`config.mk`:
```
export PLATFORM = sky130hd
export DESIGN_NAME = ccc_top
export DESIGN_NICKNAME = d
export VERILOG_FILES = /design/src/ccc_pkg.sv /design/src/ccc_top.sv /design/src/ccc_sticky_flag.sv /design/src/ccc_mask_bit.sv
export SDC_FILE = /design/constraint.sdc
export NUM_CORES = 1
export LEC_CHECK = 0
export BUFFER_PORTS_ARGS = -buffer_cell sky130_fd_sc_hd__buf_4
export CORE_MARGIN = 4
export CORE_UTILIZATION = 47
export DETAILED_ROUTE_END_ITERATION = 10
export PLACE_DENSITY = 0.8
export REMOVE_ABC_BUFFERS = 1
export SLEW_MARGIN = 20
export SYNTH_ARGS = -nofsm -noshare
export SYNTH_HDL_FRONTEND = slang
export SYNTH_SLANG_ARGS = --single-unit
```
`constraint.sdc`:
```
create_clock -name CLK_SYS_IN -period 2 [get_ports CLK_SYS_IN]
set_clock_uncertainty 0.2 [all_clocks]
set_input_delay 0.3 -clock CLK_SYS_IN [delete_from_list [all_inputs] [get_ports CLK_SYS_IN]]
set_output_delay 0.3 -clock CLK_SYS_IN [all_outputs]
set_load 0.03 [all_outputs]
```
`src/ccc_pkg.sv`:
```
// package: register map, field positions and reset values
package ccc_pkg;
  localparam int unsigned ADDR_W          = 14;
  localparam logic [11:0] BASE_BLOCKING   = 12'hE00;
  localparam logic [11:0] BASE_NONBLOCK   = 12'hF00;
  localparam logic [11:0] OFS_COMPENSATION_CONTROL    = 12'h0A0;
  localparam logic [11:0] OFS_COMP_SR     = 12'h0A2;
  localparam logic [11:0] OFS_CAL_EVENTS  = 12'h0A4;
  localparam int unsigned BIT_IRQ_EN      = 0;
  localparam int unsigned BIT_TEMP_INJ    = 1;
  localparam int unsigned BIT_CURR_INJ    = 2;
  localparam int unsigned BIT_VOLT_INJ    = 3;
  localparam int unsigned BIT_OFS_START   = 4;
  localparam int unsigned BIT_AMP_SHORT   = 5;
  localparam int unsigned BIT_SHUNT_EN    = 7;
  localparam int unsigned MASK_SHIFT      = 8;
  localparam logic [7:0]  CTL_WRITABLE    = 8'hBF;
  localparam logic [7:0]  CTL_RESET       = 8'h00;
  localparam int unsigned SR_SHUNT_OPEN   = 7;
  localparam int unsigned SR_OFS_DONE     = 4;
  localparam int unsigned SR_CAL_REQ      = 0;
  localparam logic [1:0]  RESP_OKAY       = 2'b00;
  localparam logic [1:0]  RESP_SLVERR     = 2'b10;
  localparam logic [3:0]  STRB_HALF_LO    = 4'h3;
endpackage

```
`src/ccc_top.sv`:
```
// compensation control register with axi4-lite slave
// Notes on behaviour
// - shunt break enable written only with mask 15
// - amp short written only with mask 13
// - offset cal start written only with mask 12
// - voltage injection written only with mask 11
// - current injection written only with mask 10
// - temperature injection written only with mask 9
// - cal irq enable written only with mask 8
// - register decodes at 0xA0, both bases
// - shunt status valid only while detection enabled
// - amp short bit shorts amplifier inputs
// - start bit launches offset cal, done flag
// - start bit stays set after completion
// - new calibration needs start bit cleared first
// - voltage injection bit drives voltage reference switch
// - current injection bit drives current reference switch
// - temperature injection bit drives temperature reference switch
// - cal interrupt raised only when enabled
// - done flag sets on finish, write-one clears
// - shunt status reads 1 when disconnected
//
// The AXI4-Lite interface to the registers was left to the implementer.
module ccc_top
(
  input  wire logic        CLK_SYS_IN,
  input  wire logic        RST_N_IN,
  input  wire logic        CE_IN,
  input  wire logic [13:0] S_AXI_AWADDR_IN,
  input  wire logic        S_AXI_AWVALID_IN,
  output logic             S_AXI_AWREADY_OUT,
  input  wire logic [31:0] S_AXI_WDATA_IN,
  input  wire logic [3:0]  S_AXI_WSTRB_IN,
  input  wire logic        S_AXI_WVALID_IN,
  output logic             S_AXI_WREADY_OUT,
  output logic [1:0]       S_AXI_BRESP_OUT,
  output logic             S_AXI_BVALID_OUT,
  input  wire logic        S_AXI_BREADY_IN,
  input  wire logic [13:0] S_AXI_ARADDR_IN,
  input  wire logic        S_AXI_ARVALID_IN,
  output logic             S_AXI_ARREADY_OUT,
  output logic [31:0]      S_AXI_RDATA_OUT,
  output logic [1:0]       S_AXI_RRESP_OUT,
  output logic             S_AXI_RVALID_OUT,
  input  wire logic        S_AXI_RREADY_IN,
  input  wire logic        OFS_CAL_DONE_IN,
  input  wire logic        SHUNT_OPEN_IN,
  input  wire logic        CAL_REQ_EVENT_IN,
  output logic             SHUNT_DETECT_EN_OUT,
  output logic             AMP_SHORT_OUT,
  output logic             OFS_CAL_LAUNCH_OUT,
  output logic             VOLT_REF_INJECT_OUT,
  output logic             CURR_REF_INJECT_OUT,
  output logic             TEMP_REF_INJECT_OUT,
  output logic             CAL_IRQ_OUT
);
  logic [13:0] aw_addr_q;
  logic        aw_have_q;
  logic [31:0] w_data_q;
  logic [3:0]  w_strb_q;
  logic        w_have_q;
  logic        wr_fire;
  logic [11:0] wr_ofs;
  logic        wr_ctl;
  logic        wr_sr;
  logic        wr_ok;
  logic [7:0]  ctl_q;
  logic        start_prev_q;
  logic        shunt_open_q;
  logic        ofs_done;
  logic        cal_req;
  logic [11:0] rd_ofs;
  logic [31:0] rd_data_d;
  logic        rd_ok_d;
  logic        ce;

  assign ce = CE_IN;

  // byte address is four times the register index; strip either base
  function automatic logic [11:0] ccc_offset(input logic [13:0] a);
    logic [11:0] idx;
    logic [11:0] r;
    idx = a[13:2];
    r   = {4'h0, idx[7:0]};
    if ((idx & 12'hF00) != ccc_pkg::BASE_BLOCKING &&
        (idx & 12'hF00) != ccc_pkg::BASE_NONBLOCK)
      r = 12'hFFF;
    return r;
  endfunction

  // write address and data are taken independently
  always_ff @(posedge CLK_SYS_IN or negedge RST_N_IN)
  begin
    if (!RST_N_IN)
    begin
      aw_have_q <= 1'b0;
      aw_addr_q <= 14'h0000;
    end
    else if (ce)
    begin
      if (S_AXI_AWVALID_IN && S_AXI_AWREADY_OUT)
      begin
        aw_have_q <= 1'b1;
        aw_addr_q <= S_AXI_AWADDR_IN;
      end
      else if (wr_fire)
        aw_have_q <= 1'b0;
    end
  end

  always_ff @(posedge CLK_SYS_IN or negedge RST_N_IN)
  begin
    if (!RST_N_IN)
    begin
      w_have_q <= 1'b0;
      w_data_q <= 32'h0000_0000;
      w_strb_q <= 4'h0;
    end
    else if (ce)
    begin
      if (S_AXI_WVALID_IN && S_AXI_WREADY_OUT)
      begin
        w_have_q <= 1'b1;
        w_data_q <= S_AXI_WDATA_IN;
        w_strb_q <= S_AXI_WSTRB_IN;
      end
      else if (wr_fire)
        w_have_q <= 1'b0;
    end
  end

  always_ff @(posedge CLK_SYS_IN or negedge RST_N_IN)
  begin
    if (!RST_N_IN)
    begin
      S_AXI_AWREADY_OUT <= 1'b0;
      S_AXI_WREADY_OUT  <= 1'b0;
    end
    else if (ce)
    begin
      S_AXI_AWREADY_OUT <= !aw_have_q && !S_AXI_AWREADY_OUT &&
                           !S_AXI_BVALID_OUT;
      S_AXI_WREADY_OUT  <= !w_have_q && !S_AXI_WREADY_OUT &&
                           !S_AXI_BVALID_OUT;
    end
  end

  assign wr_fire = aw_have_q && w_have_q && !S_AXI_BVALID_OUT;
  assign wr_ofs  = ccc_offset(aw_addr_q);
  // only a full low half-word write reaches the register
  assign wr_ok   = (w_strb_q & ccc_pkg::STRB_HALF_LO) ==
                   ccc_pkg::STRB_HALF_LO;
  assign wr_ctl  = wr_fire && wr_ok &&
                   wr_ofs == ccc_pkg::OFS_COMPENSATION_CONTROL;
  assign wr_sr   = wr_fire && wr_ok && wr_ofs == ccc_pkg::OFS_COMP_SR;

  always_ff @(posedge CLK_SYS_IN or negedge RST_N_IN)
  begin
    if (!RST_N_IN)
    begin
      S_AXI_BVALID_OUT <= 1'b0;
      S_AXI_BRESP_OUT  <= ccc_pkg::RESP_OKAY;
    end
    else if (ce)
    begin
      if (wr_fire)
      begin
        S_AXI_BVALID_OUT <= 1'b1;
        if (wr_ok && (wr_ofs == ccc_pkg::OFS_COMPENSATION_CONTROL ||
                      wr_ofs == ccc_pkg::OFS_COMP_SR))
          S_AXI_BRESP_OUT <= ccc_pkg::RESP_OKAY;
        else
          S_AXI_BRESP_OUT <= ccc_pkg::RESP_SLVERR;
      end
      else if (S_AXI_BREADY_IN)
        S_AXI_BVALID_OUT <= 1'b0;
    end
  end

  // masked control bits; bit 6 and mask 14 have no storage
  for (genvar i = 0; i < 8; i++)
  begin : g_ctl
    if (ccc_pkg::CTL_WRITABLE[i])
    begin : g_bit
      ccc_mask_bit u_bit
      (
        .CLK_SYS_IN (CLK_SYS_IN),
        .RST_N_IN   (RST_N_IN),
        .ce_in      (ce),
        .wr_in      (wr_ctl),
        .mask_in    (w_data_q[ccc_pkg::MASK_SHIFT + i]),
        .data_in    (w_data_q[i]),
        .bit_out    (ctl_q[i])
      );
    end
    else
    begin : g_res
      assign ctl_q[i] = 1'b0;
    end
  end

  // status flags
  ccc_sticky_flag u_ofs_done
  (
    .CLK_SYS_IN (CLK_SYS_IN),
    .RST_N_IN   (RST_N_IN),
    .ce_in      (ce),
    .set_in     (OFS_CAL_DONE_IN),
    .clr_in     (wr_sr && w_data_q[ccc_pkg::SR_OFS_DONE]),
    .flag_out   (ofs_done)
  );

  ccc_sticky_flag u_cal_req
  (
    .CLK_SYS_IN (CLK_SYS_IN),
    .RST_N_IN   (RST_N_IN),
    .ce_in      (ce),
    .set_in     (CAL_REQ_EVENT_IN),
    .clr_in     (wr_sr && w_data_q[ccc_pkg::SR_CAL_REQ]),
    .flag_out   (cal_req)
  );

  always_ff @(posedge CLK_SYS_IN or negedge RST_N_IN)
  begin
    if (!RST_N_IN)
      shunt_open_q <= 1'b0;
    else if (ce)
      shunt_open_q <= ctl_q[ccc_pkg::BIT_SHUNT_EN] &&
                      SHUNT_OPEN_IN;
  end

  // analog controls and launch pulse on a rising start bit
  always_ff @(posedge CLK_SYS_IN or negedge RST_N_IN)
  begin
    if (!RST_N_IN)
    begin
      start_prev_q        <= 1'b0;
      OFS_CAL_LAUNCH_OUT  <= 1'b0;
      SHUNT_DETECT_EN_OUT <= 1'b0;
      AMP_SHORT_OUT       <= 1'b0;
      VOLT_REF_INJECT_OUT <= 1'b0;
      CURR_REF_INJECT_OUT <= 1'b0;
      TEMP_REF_INJECT_OUT <= 1'b0;
      CAL_IRQ_OUT         <= 1'b0;
    end
    else if (ce)
    begin
      start_prev_q        <= ctl_q[ccc_pkg::BIT_OFS_START];
      OFS_CAL_LAUNCH_OUT  <= ctl_q[ccc_pkg::BIT_OFS_START] &&
                             !start_prev_q;
      SHUNT_DETECT_EN_OUT <= ctl_q[ccc_pkg::BIT_SHUNT_EN];
      AMP_SHORT_OUT       <= ctl_q[ccc_pkg::BIT_AMP_SHORT];
      VOLT_REF_INJECT_OUT <= ctl_q[ccc_pkg::BIT_VOLT_INJ];
      CURR_REF_INJECT_OUT <= ctl_q[ccc_pkg::BIT_CURR_INJ];
      TEMP_REF_INJECT_OUT <= ctl_q[ccc_pkg::BIT_TEMP_INJ];
      CAL_IRQ_OUT         <= cal_req &&
                             ctl_q[ccc_pkg::BIT_IRQ_EN];
    end
  end

  // read channel
  assign rd_ofs = ccc_offset(S_AXI_ARADDR_IN);

  always_comb
  begin
    rd_data_d = 32'h0000_0000;
    rd_ok_d   = 1'b1;
    if (rd_ofs == ccc_pkg::OFS_COMPENSATION_CONTROL)
      rd_data_d[7:0] = ctl_q & ccc_pkg::CTL_WRITABLE;
    else if (rd_ofs == ccc_pkg::OFS_COMP_SR)
    begin
      rd_data_d[ccc_pkg::SR_SHUNT_OPEN] = shunt_open_q;
      rd_data_d[ccc_pkg::SR_OFS_DONE]   = ofs_done;
      rd_data_d[ccc_pkg::SR_CAL_REQ]    = cal_req;
    end
    else
      rd_ok_d = 1'b0;
  end

  always_ff @(posedge CLK_SYS_IN or negedge RST_N_IN)
  begin
    if (!RST_N_IN)
    begin
      S_AXI_ARREADY_OUT <= 1'b0;
      S_AXI_RVALID_OUT  <= 1'b0;
      S_AXI_RDATA_OUT   <= 32'h0000_0000;
      S_AXI_RRESP_OUT   <= ccc_pkg::RESP_OKAY;
    end
    else if (ce)
    begin
      S_AXI_ARREADY_OUT <= !S_AXI_ARREADY_OUT && !S_AXI_RVALID_OUT &&
                           S_AXI_ARVALID_IN;
      if (S_AXI_ARVALID_IN && S_AXI_ARREADY_OUT)
      begin
        S_AXI_RVALID_OUT <= 1'b1;
        S_AXI_RDATA_OUT  <= rd_data_d;
        S_AXI_RRESP_OUT  <= rd_ok_d ? ccc_pkg::RESP_OKAY
                                    : ccc_pkg::RESP_SLVERR;
      end
      else if (S_AXI_RREADY_IN)
        S_AXI_RVALID_OUT <= 1'b0;
    end
  end

  // checks
  shunt_gate_a: assert property (
    @(posedge CLK_SYS_IN) disable iff (!RST_N_IN)
    !ctl_q[ccc_pkg::BIT_SHUNT_EN] && CE_IN |=> !shunt_open_q)
    else $error("shunt status set while detection off");
  mask_hold_a: assert property (
    @(posedge CLK_SYS_IN) disable iff (!RST_N_IN)
    wr_ctl && CE_IN && !w_data_q[ccc_pkg::MASK_SHIFT + ccc_pkg::BIT_SHUNT_EN]
    |=> $stable(ctl_q[ccc_pkg::BIT_SHUNT_EN]))
    else $error("shunt enable changed without mask");
  mask_write_a: assert property (
    @(posedge CLK_SYS_IN) disable iff (!RST_N_IN)
    wr_ctl && CE_IN && w_data_q[ccc_pkg::MASK_SHIFT + ccc_pkg::BIT_AMP_SHORT]
    |=> ctl_q[ccc_pkg::BIT_AMP_SHORT] ==
        $past(w_data_q[ccc_pkg::BIT_AMP_SHORT]))
    else $error("amp short not written with mask");
  start_hold_a: assert property (
    @(posedge CLK_SYS_IN) disable iff (!RST_N_IN)
    ctl_q[ccc_pkg::BIT_OFS_START] && !wr_ctl |=>
    ctl_q[ccc_pkg::BIT_OFS_START])
    else $error("start bit cleared itself");
  launch_rise_a: assert property (
    @(posedge CLK_SYS_IN) disable iff (!RST_N_IN)
    ctl_q[ccc_pkg::BIT_OFS_START] && !start_prev_q && CE_IN
    |=> OFS_CAL_LAUNCH_OUT)
    else $error("launch missing on start");
  launch_once_a: assert property (
    @(posedge CLK_SYS_IN) disable iff (!RST_N_IN)
    OFS_CAL_LAUNCH_OUT && CE_IN |=> !OFS_CAL_LAUNCH_OUT)
    else $error("launch repeated without clear");
  done_set_a: assert property (
    @(posedge CLK_SYS_IN) disable iff (!RST_N_IN)
    OFS_CAL_DONE_IN && CE_IN |=> ofs_done)
    else $error("done flag not set");
  done_clear_a: assert property (
    @(posedge CLK_SYS_IN) disable iff (!RST_N_IN)
    wr_sr && CE_IN && w_data_q[ccc_pkg::SR_OFS_DONE] && !OFS_CAL_DONE_IN
    |=> !ofs_done)
    else $error("done flag not cleared by write");
  irq_gate_a: assert property (
    @(posedge CLK_SYS_IN) disable iff (!RST_N_IN)
    !ctl_q[ccc_pkg::BIT_IRQ_EN] && CE_IN |=> !CAL_IRQ_OUT)
    else $error("irq raised while disabled");
  inject_follow_a: assert property (
    @(posedge CLK_SYS_IN) disable iff (!RST_N_IN)
    CE_IN |=> VOLT_REF_INJECT_OUT == $past(ctl_q[ccc_pkg::BIT_VOLT_INJ]))
    else $error("voltage injection mismatch");
  reserved_zero_a: assert property (
    @(posedge CLK_SYS_IN) disable iff (!RST_N_IN)
    S_AXI_RVALID_OUT |-> S_AXI_RDATA_OUT[15:8] == 8'h00)
    else $error("mask bits read nonzero");
endmodule

```
`src/ccc_sticky_flag.sv`:
```
// sticky status flag: set wins over write-one clear
module ccc_sticky_flag
(
  input  wire logic CLK_SYS_IN,
  input  wire logic RST_N_IN,
  input  wire logic ce_in,
  input  wire logic set_in,
  input  wire logic clr_in,
  output logic      flag_out
);
  always_ff @(posedge CLK_SYS_IN or negedge RST_N_IN)
  begin
    if (!RST_N_IN)
      flag_out <= 1'b0;
    else if (ce_in)
    begin
      if (set_in)
        flag_out <= 1'b1;
      else if (clr_in)
        flag_out <= 1'b0;
    end
  end
endmodule

```
`src/ccc_mask_bit.sv`:
```
// one control bit written only when its mask bit is set in the same write
module ccc_mask_bit
(
  input  wire logic CLK_SYS_IN,
  input  wire logic RST_N_IN,
  input  wire logic ce_in,
  input  wire logic wr_in,
  input  wire logic mask_in,
  input  wire logic data_in,
  output logic      bit_out
);
  always_ff @(posedge CLK_SYS_IN or negedge RST_N_IN)
  begin
    if (!RST_N_IN)
      bit_out <= 1'b0;
    else if (ce_in && wr_in && mask_in)
      bit_out <= data_in;
  end
endmodule

```
* After elaboration in Yosys (flattened, before gate mapping)
Cells that the tools add are included.
** Storage, ports and cells
- Register bits :: 69
- Input bits :: 75
- Word-level logic and storage cells :: 120
** Cells by class
- Equality and inequality tests :: 9
- Muxes and demuxes :: 25
- Reductions and logical operators :: 55
** Operator list (number)
- $eq A12 B8 Y1 const B :: 4
- $logic_and A1 B1 Y1 :: 30
- $mux W12 :: 2
- $mux W1 :: 20
- $reduce_and A2 Y1 :: 10
- $ne A4 B4 Y1 const B :: 4
- $reduce_bool A2 Y1 :: 6
- $logic_not A1 Y1 :: 8
- $mux W2 :: 2
- $mux W3 :: 1
- $eq A2 B2 Y1 const B :: 1
- $logic_or A1 B1 Y1 :: 1

* Depth between registers and ports, before layout
- Word-level depth :: 8
- Mapped depth :: 5

* Cells and area by module
A second synthesis with hierarchy kept.
** Unflattened totals
- Cells, all modules :: 216
- Area, all modules :: 2731.4 um^2
** By module, submodules not included
- ccc_top :: times used 1, cells an instance 189, area each 2341.0 um^2
- ccc_mask_bit :: times used 7, cells an instance 3, area each 45.0 um^2
- ccc_sticky_flag :: times used 2, cells an instance 3, area each 37.5 um^2

* Least setup slack after synthesis
OpenSTA, ideal clock, no wires.
- Path type :: flip-flop to flip-flop
- Start point :: reg S_AXI_BVALID_OUT
- End point :: reg g_ctl[0].g_bit.u_bit.bit_out
- Library setup time :: 128 ps
- Arrival time :: 1598 ps
- Required time :: 1672 ps
- Path slack :: 74 ps
- Stages on the path, launching flop included :: 5
- Cells stage by stage :: dfrtp_1 > and4b_4 > nand4_4 > nor3b_2 > mux2_1
** Between the ends
- Cells in the longest elaborated chain, start to end :: 6
** RTL lines
- start, declared :: RTL line ccc_top.sv:37 : output logic S_AXI_BVALID_OUT,
- start signal, assigned :: RTL line ccc_top.sv:161 : S_AXI_BVALID_OUT <= 1'b0;
- start signal, assigned :: RTL line ccc_top.sv:168 : S_AXI_BVALID_OUT <= 1'b1;
- start signal, assigned :: RTL line ccc_top.sv:176 : S_AXI_BVALID_OUT <= 1'b0;
- $logic_not A1 Y1 :: RTL line ccc_top.sv:148 : assign wr_fire = aw_have_q && w_have_q && !S_AXI_BVALID_OUT;
- $logic_and A1 B1 Y1 :: RTL line ccc_top.sv:148
- $logic_and A1 B1 Y1 (2 in series) :: RTL line ccc_top.sv:153 : assign wr_ctl = wr_fire && wr_ok &&
- $logic_and A1 B1 Y1 (2 in series) :: RTL line ccc_mask_bit.sv:16 : else if (ce_in && wr_in && mask_in)
- end signal, assigned :: RTL line ccc_mask_bit.sv:17 : bit_out <= data_in;
- end, declared :: RTL line ccc_mask_bit.sv:10 : output logic bit_out
No other way between the ends.
A chain may end at the register's enable or synchronous reset.

* Final worst setup path
- Start point :: reg aw_addr_q[5]
- End point :: reg g_ctl[7].g_bit.u_bit.bit_out
** Between the ends
- Cells in the longest elaborated chain, start to end :: 5
** RTL lines
- start, declared :: RTL line ccc_top.sv:57 : logic [13:0] aw_addr_q;
- start signal, assigned :: RTL line ccc_top.sv:97 : aw_addr_q <= 14'h0000;
- start signal, assigned :: RTL line ccc_top.sv:104 : aw_addr_q <= S_AXI_AWADDR_IN;
- $mux W12 :: RTL line ccc_top.sv:85 : if ((idx & 12'hF00) != ccc_pkg::BASE_BLOCKING &&
- $eq A12 B8 Y1 :: RTL line ccc_top.sv:154 : wr_ofs == ccc_pkg::OFS_COMPENSATION_CONTROL;
- $logic_and A1 B1 Y1 :: RTL line ccc_top.sv:153
- $logic_and A1 B1 Y1 (2 in series) :: RTL line ccc_mask_bit.sv:16
- end signal, assigned :: RTL line ccc_mask_bit.sv:17
- end, declared :: RTL line ccc_mask_bit.sv:10
No other way between the ends.

==> flow_metrics.env <==
export IMPL_synth_cell_types=29
export IMPL_cp_cell_sequence="and4bb_2 -> nand4_4 -> nor3b_2 -> mux2_1"
export IMPL_busiest_layer="met2"
export IMPL_diodes=0
export IMPL_dp_slack_ns=0.0862
export IMPL_cts_sinks=61
export IMPL_cts_setup_buffers=0
export IMPL_maxCapViolations=0
export IMPL_nets=385
export IMPL_viasPerCell=4.79
export IMPL_fp_row_count=27
export IMPL_cts_resized=0
export IMPL_gp_congestion=0.766
export IMPL_grtUsageMet3_pct=5.92
export IMPL_use_met1_pct=17.4
export IMPL_powerDensity_mw_per_mm2=995
export IMPL_crit_type="reg2reg"
export IMPL_synth_avg_cell_area_sq_um=13.0
export IMPL_holdWs_ns=0.0119
export IMPL_hold_depth=2
export IMPL_crit_cells=4
export IMPL_grt_max_degree=62
export IMPL_cts_tree="yes"
export IMPL_start_util_pct=48.9
export IMPL_hp_class="in2reg"
export IMPL_worstPathArrival_ns=1.94
export IMPL_worst_hold_path_endpoint="aw_addr_q[3]"
export IMPL_startpoint_type="flip-flop"
export IMPL_min_from="S_AXI_AWADDR_IN[3]"
export IMPL_finalHoldViolCount=0
export IMPL_port_buffers=69
export IMPL_design_core_area_sq_mm=0.00554
export IMPL_yosys_warnings=0
export IMPL_dr_pass1_iters=4
export IMPL_synth_cells=208
export IMPL_crit_path_max_incr_delay_ns=0.38
export IMPL_outcome="completed"
export IMPL_wl_per_cell_um=14.5
export IMPL_antenna_found_initial=0
export IMPL_grt_pass1_vias=1899
export IMPL_fmax_mhz=516
export IMPL_overflow=0
export IMPL_relSlewSlack_pct=50.1
export IMPL_reg2regPathDepth=4
export IMPL_reg2reg_to="g_ctl[7].g_bit.u_bit.bit_out"
export IMPL_regToRegSetupSlack_ns=0.06
export IMPL_cts_root_buffer="clkbuf_8"
export IMPL_dr_first_iter_drc_count=95
export IMPL_ys_seq_area_share_pct=56.3
export IMPL_via_count=1846
export IMPL_setup_tns_ns=0
export IMPL_p_leak_nw=1.79
export IMPL_route_detailed_drc=0
export IMPL_clk_latency_ns=0.32
export IMPL_cp_max_fo=10
export IMPL_ir_worst_vdd_mv=0.640
export IMPL_power_total_w=0.00361
export IMPL_synth_flop_cell="dfrtp_1"
export IMPL_r2r_start="aw_addr_q[5]"
export IMPL_die_h_um=83.9
export IMPL_area_delta_synth_final_pct=34.0
export IMPL_period_minus_slack_ns=1.94
export IMPL_synth_edf_count=0
export IMPL_numCtsBuffers=9
export IMPL_clk_pin_slew_ns=0.06
export IMPL_pin_count=123
export IMPL_htreeDepth=3
export IMPL_totalWireLength_um=5570
export IMPL_finalSetupViolCount=0
export IMPL_cp_slowest_cell="dfrtp_1"
export IMPL_dpl_cell_area_sq_mm=0.00321
export IMPL_rsz0062_at_grt="no"
export IMPL_worstPathRequired_ns=2.00
export IMPL_cp_num_buf_inv=0
export IMPL_dieArea_sq_mm=0.00705
export IMPL_cts_path_max_buffers=2
export IMPL_die_width_um=83.9
export IMPL_final_area_sq_mm=0.00363
export IMPL_slew_violations=0
export IMPL_synth_cell_area_sq_mm=0.00271
export IMPL_critPathTopFamily="simple AND/OR/NAND/NOR gates"
export IMPL_grt_pass1_wl_um=8930
export IMPL_ys_ff_latch=61
export IMPL_worst_slew_pin_slew_ns=0.749
export IMPL_use_met2_pct=28.5
export IMPL_dpl_hpwl_um=3810
export IMPL_antenna_left=0
export IMPL_setup_ws_ns=0.0637
export IMPL_gr_usage_all_layers_pct=16.2
export IMPL_async_flop_share_pct=100
export IMPL_drive_gt1_share_pct=41.5
export IMPL_crit_path_end_kind="flip-flop"
export IMPL_period_share_pct=96.8
## metrics by stage
step           utilization (%)  cells
6_report                  65.6    385
5_1_grt                   65.6    385
4_1_cts                   64.3    378
3_5_place_dp              57.9    345
3_3_place_gp              57.9    345
2_1_floorplan                -    201
## cell type report
cell class / count / area [sq um]
fill: 429 / 1910
sequential: 61 / 1530
multi-input combinational: 136 / 1030
timing repair buffer: 98 / 801
clock buffer: 12 / 155
tap: 72 / 90.1
inverter: 4 / 15.0
clock inverter: 2 / 10.0
## metal layers
layer | vias up | share of wire [%]
li1 | 878 | -
met1 | 889 | 39
met2 | 72 | 51
met3 | 7 | 8.3
met4 | 0 | 1.3
met5 | - | 0
## repair_timing
item / in CTS / in global routing
hold buffers: 19 / 7
endpoints found under the setup margin: 0 / 0
endpoints found under the hold margin: 79 / 7
## synthesized netlist by cell type, drive strengths merged, types with 3 or more instances
cell,n,share of area (%)
dfrtp,61,56
mux2,40,17
buf,31,8.3
nand2,19,2.6
o21ai,9,1.7
nor3b,7,3.2
nand3,6,1.3
a22o,4,1.3
inv,4,0.55
and4b,3,1.2
mux2i,3,1.1
nand2b,3,0.69
nor2,3,0.42
## how the worst max path moves through the flow
stage	startpoint	end	slack (ns)
2_1_floorplan	S_AXI_BVALID_OUT	g_ctl[0].g_bit.u_bit.bit_out	0.07
3_3_place_gp	CE_IN	aw_addr_q[9]	0.11
3_5_place_dp	aw_addr_q[5]	g_ctl[4].g_bit.u_bit.bit_out	0.09
4_1_cts	aw_addr_q[5]	g_ctl[7].g_bit.u_bit.bit_out	0.04
5_1_grt	S_AXI_BVALID_OUT	g_ctl[2].g_bit.u_bit.bit_out	0.01
6_report	aw_addr_q[5]	g_ctl[7].g_bit.u_bit.bit_out	0.06
## power breakdown
part / switching, W / internal (W)
clock network: 0.000435 / 0.000500
logic: 0.000383 / 0.000488
registers: 0.000236 / 0.00157
total: 0.00105 / 0.00256
## sequential cells by signal (all words and copies together), names as in the netlist, 2 cells and up
register,cells
S_AXI_RDATA_OUT,7
w_data_q,14
aw_addr_q,11
g_ctl.g_bit.u_bit.bit_out,7
w_strb_q,2
## kinds of logic after synthesis
logic type	after synthesis	share of synthesized area, %
buffers and inverters	37	9.09
other	1	0.138
DFF	61	56.3
AOI/OAI and AO/OA	17	4.06
muxes	43	17.7
and+or+nand+nor	49	12.7
## placed cells by master, fill, tap and decap left out, types with 7 or more instances in the layout
| cell | count |
|---|---|
| nor3b_2 | 7 |
| dfrtp_1 | 61 |
| mux2_1 | 7 |
| mux2_2 | 33 |
| buf_4 | 72 |
| conb_1 | 27 |
| nand2_1 | 19 |
| o21ai_0 | 9 |
| clkbuf_8 | 11 |
| dlygate4sd3_1 | 26 |
Note: power is estimated with default switching activity, not from simulation.
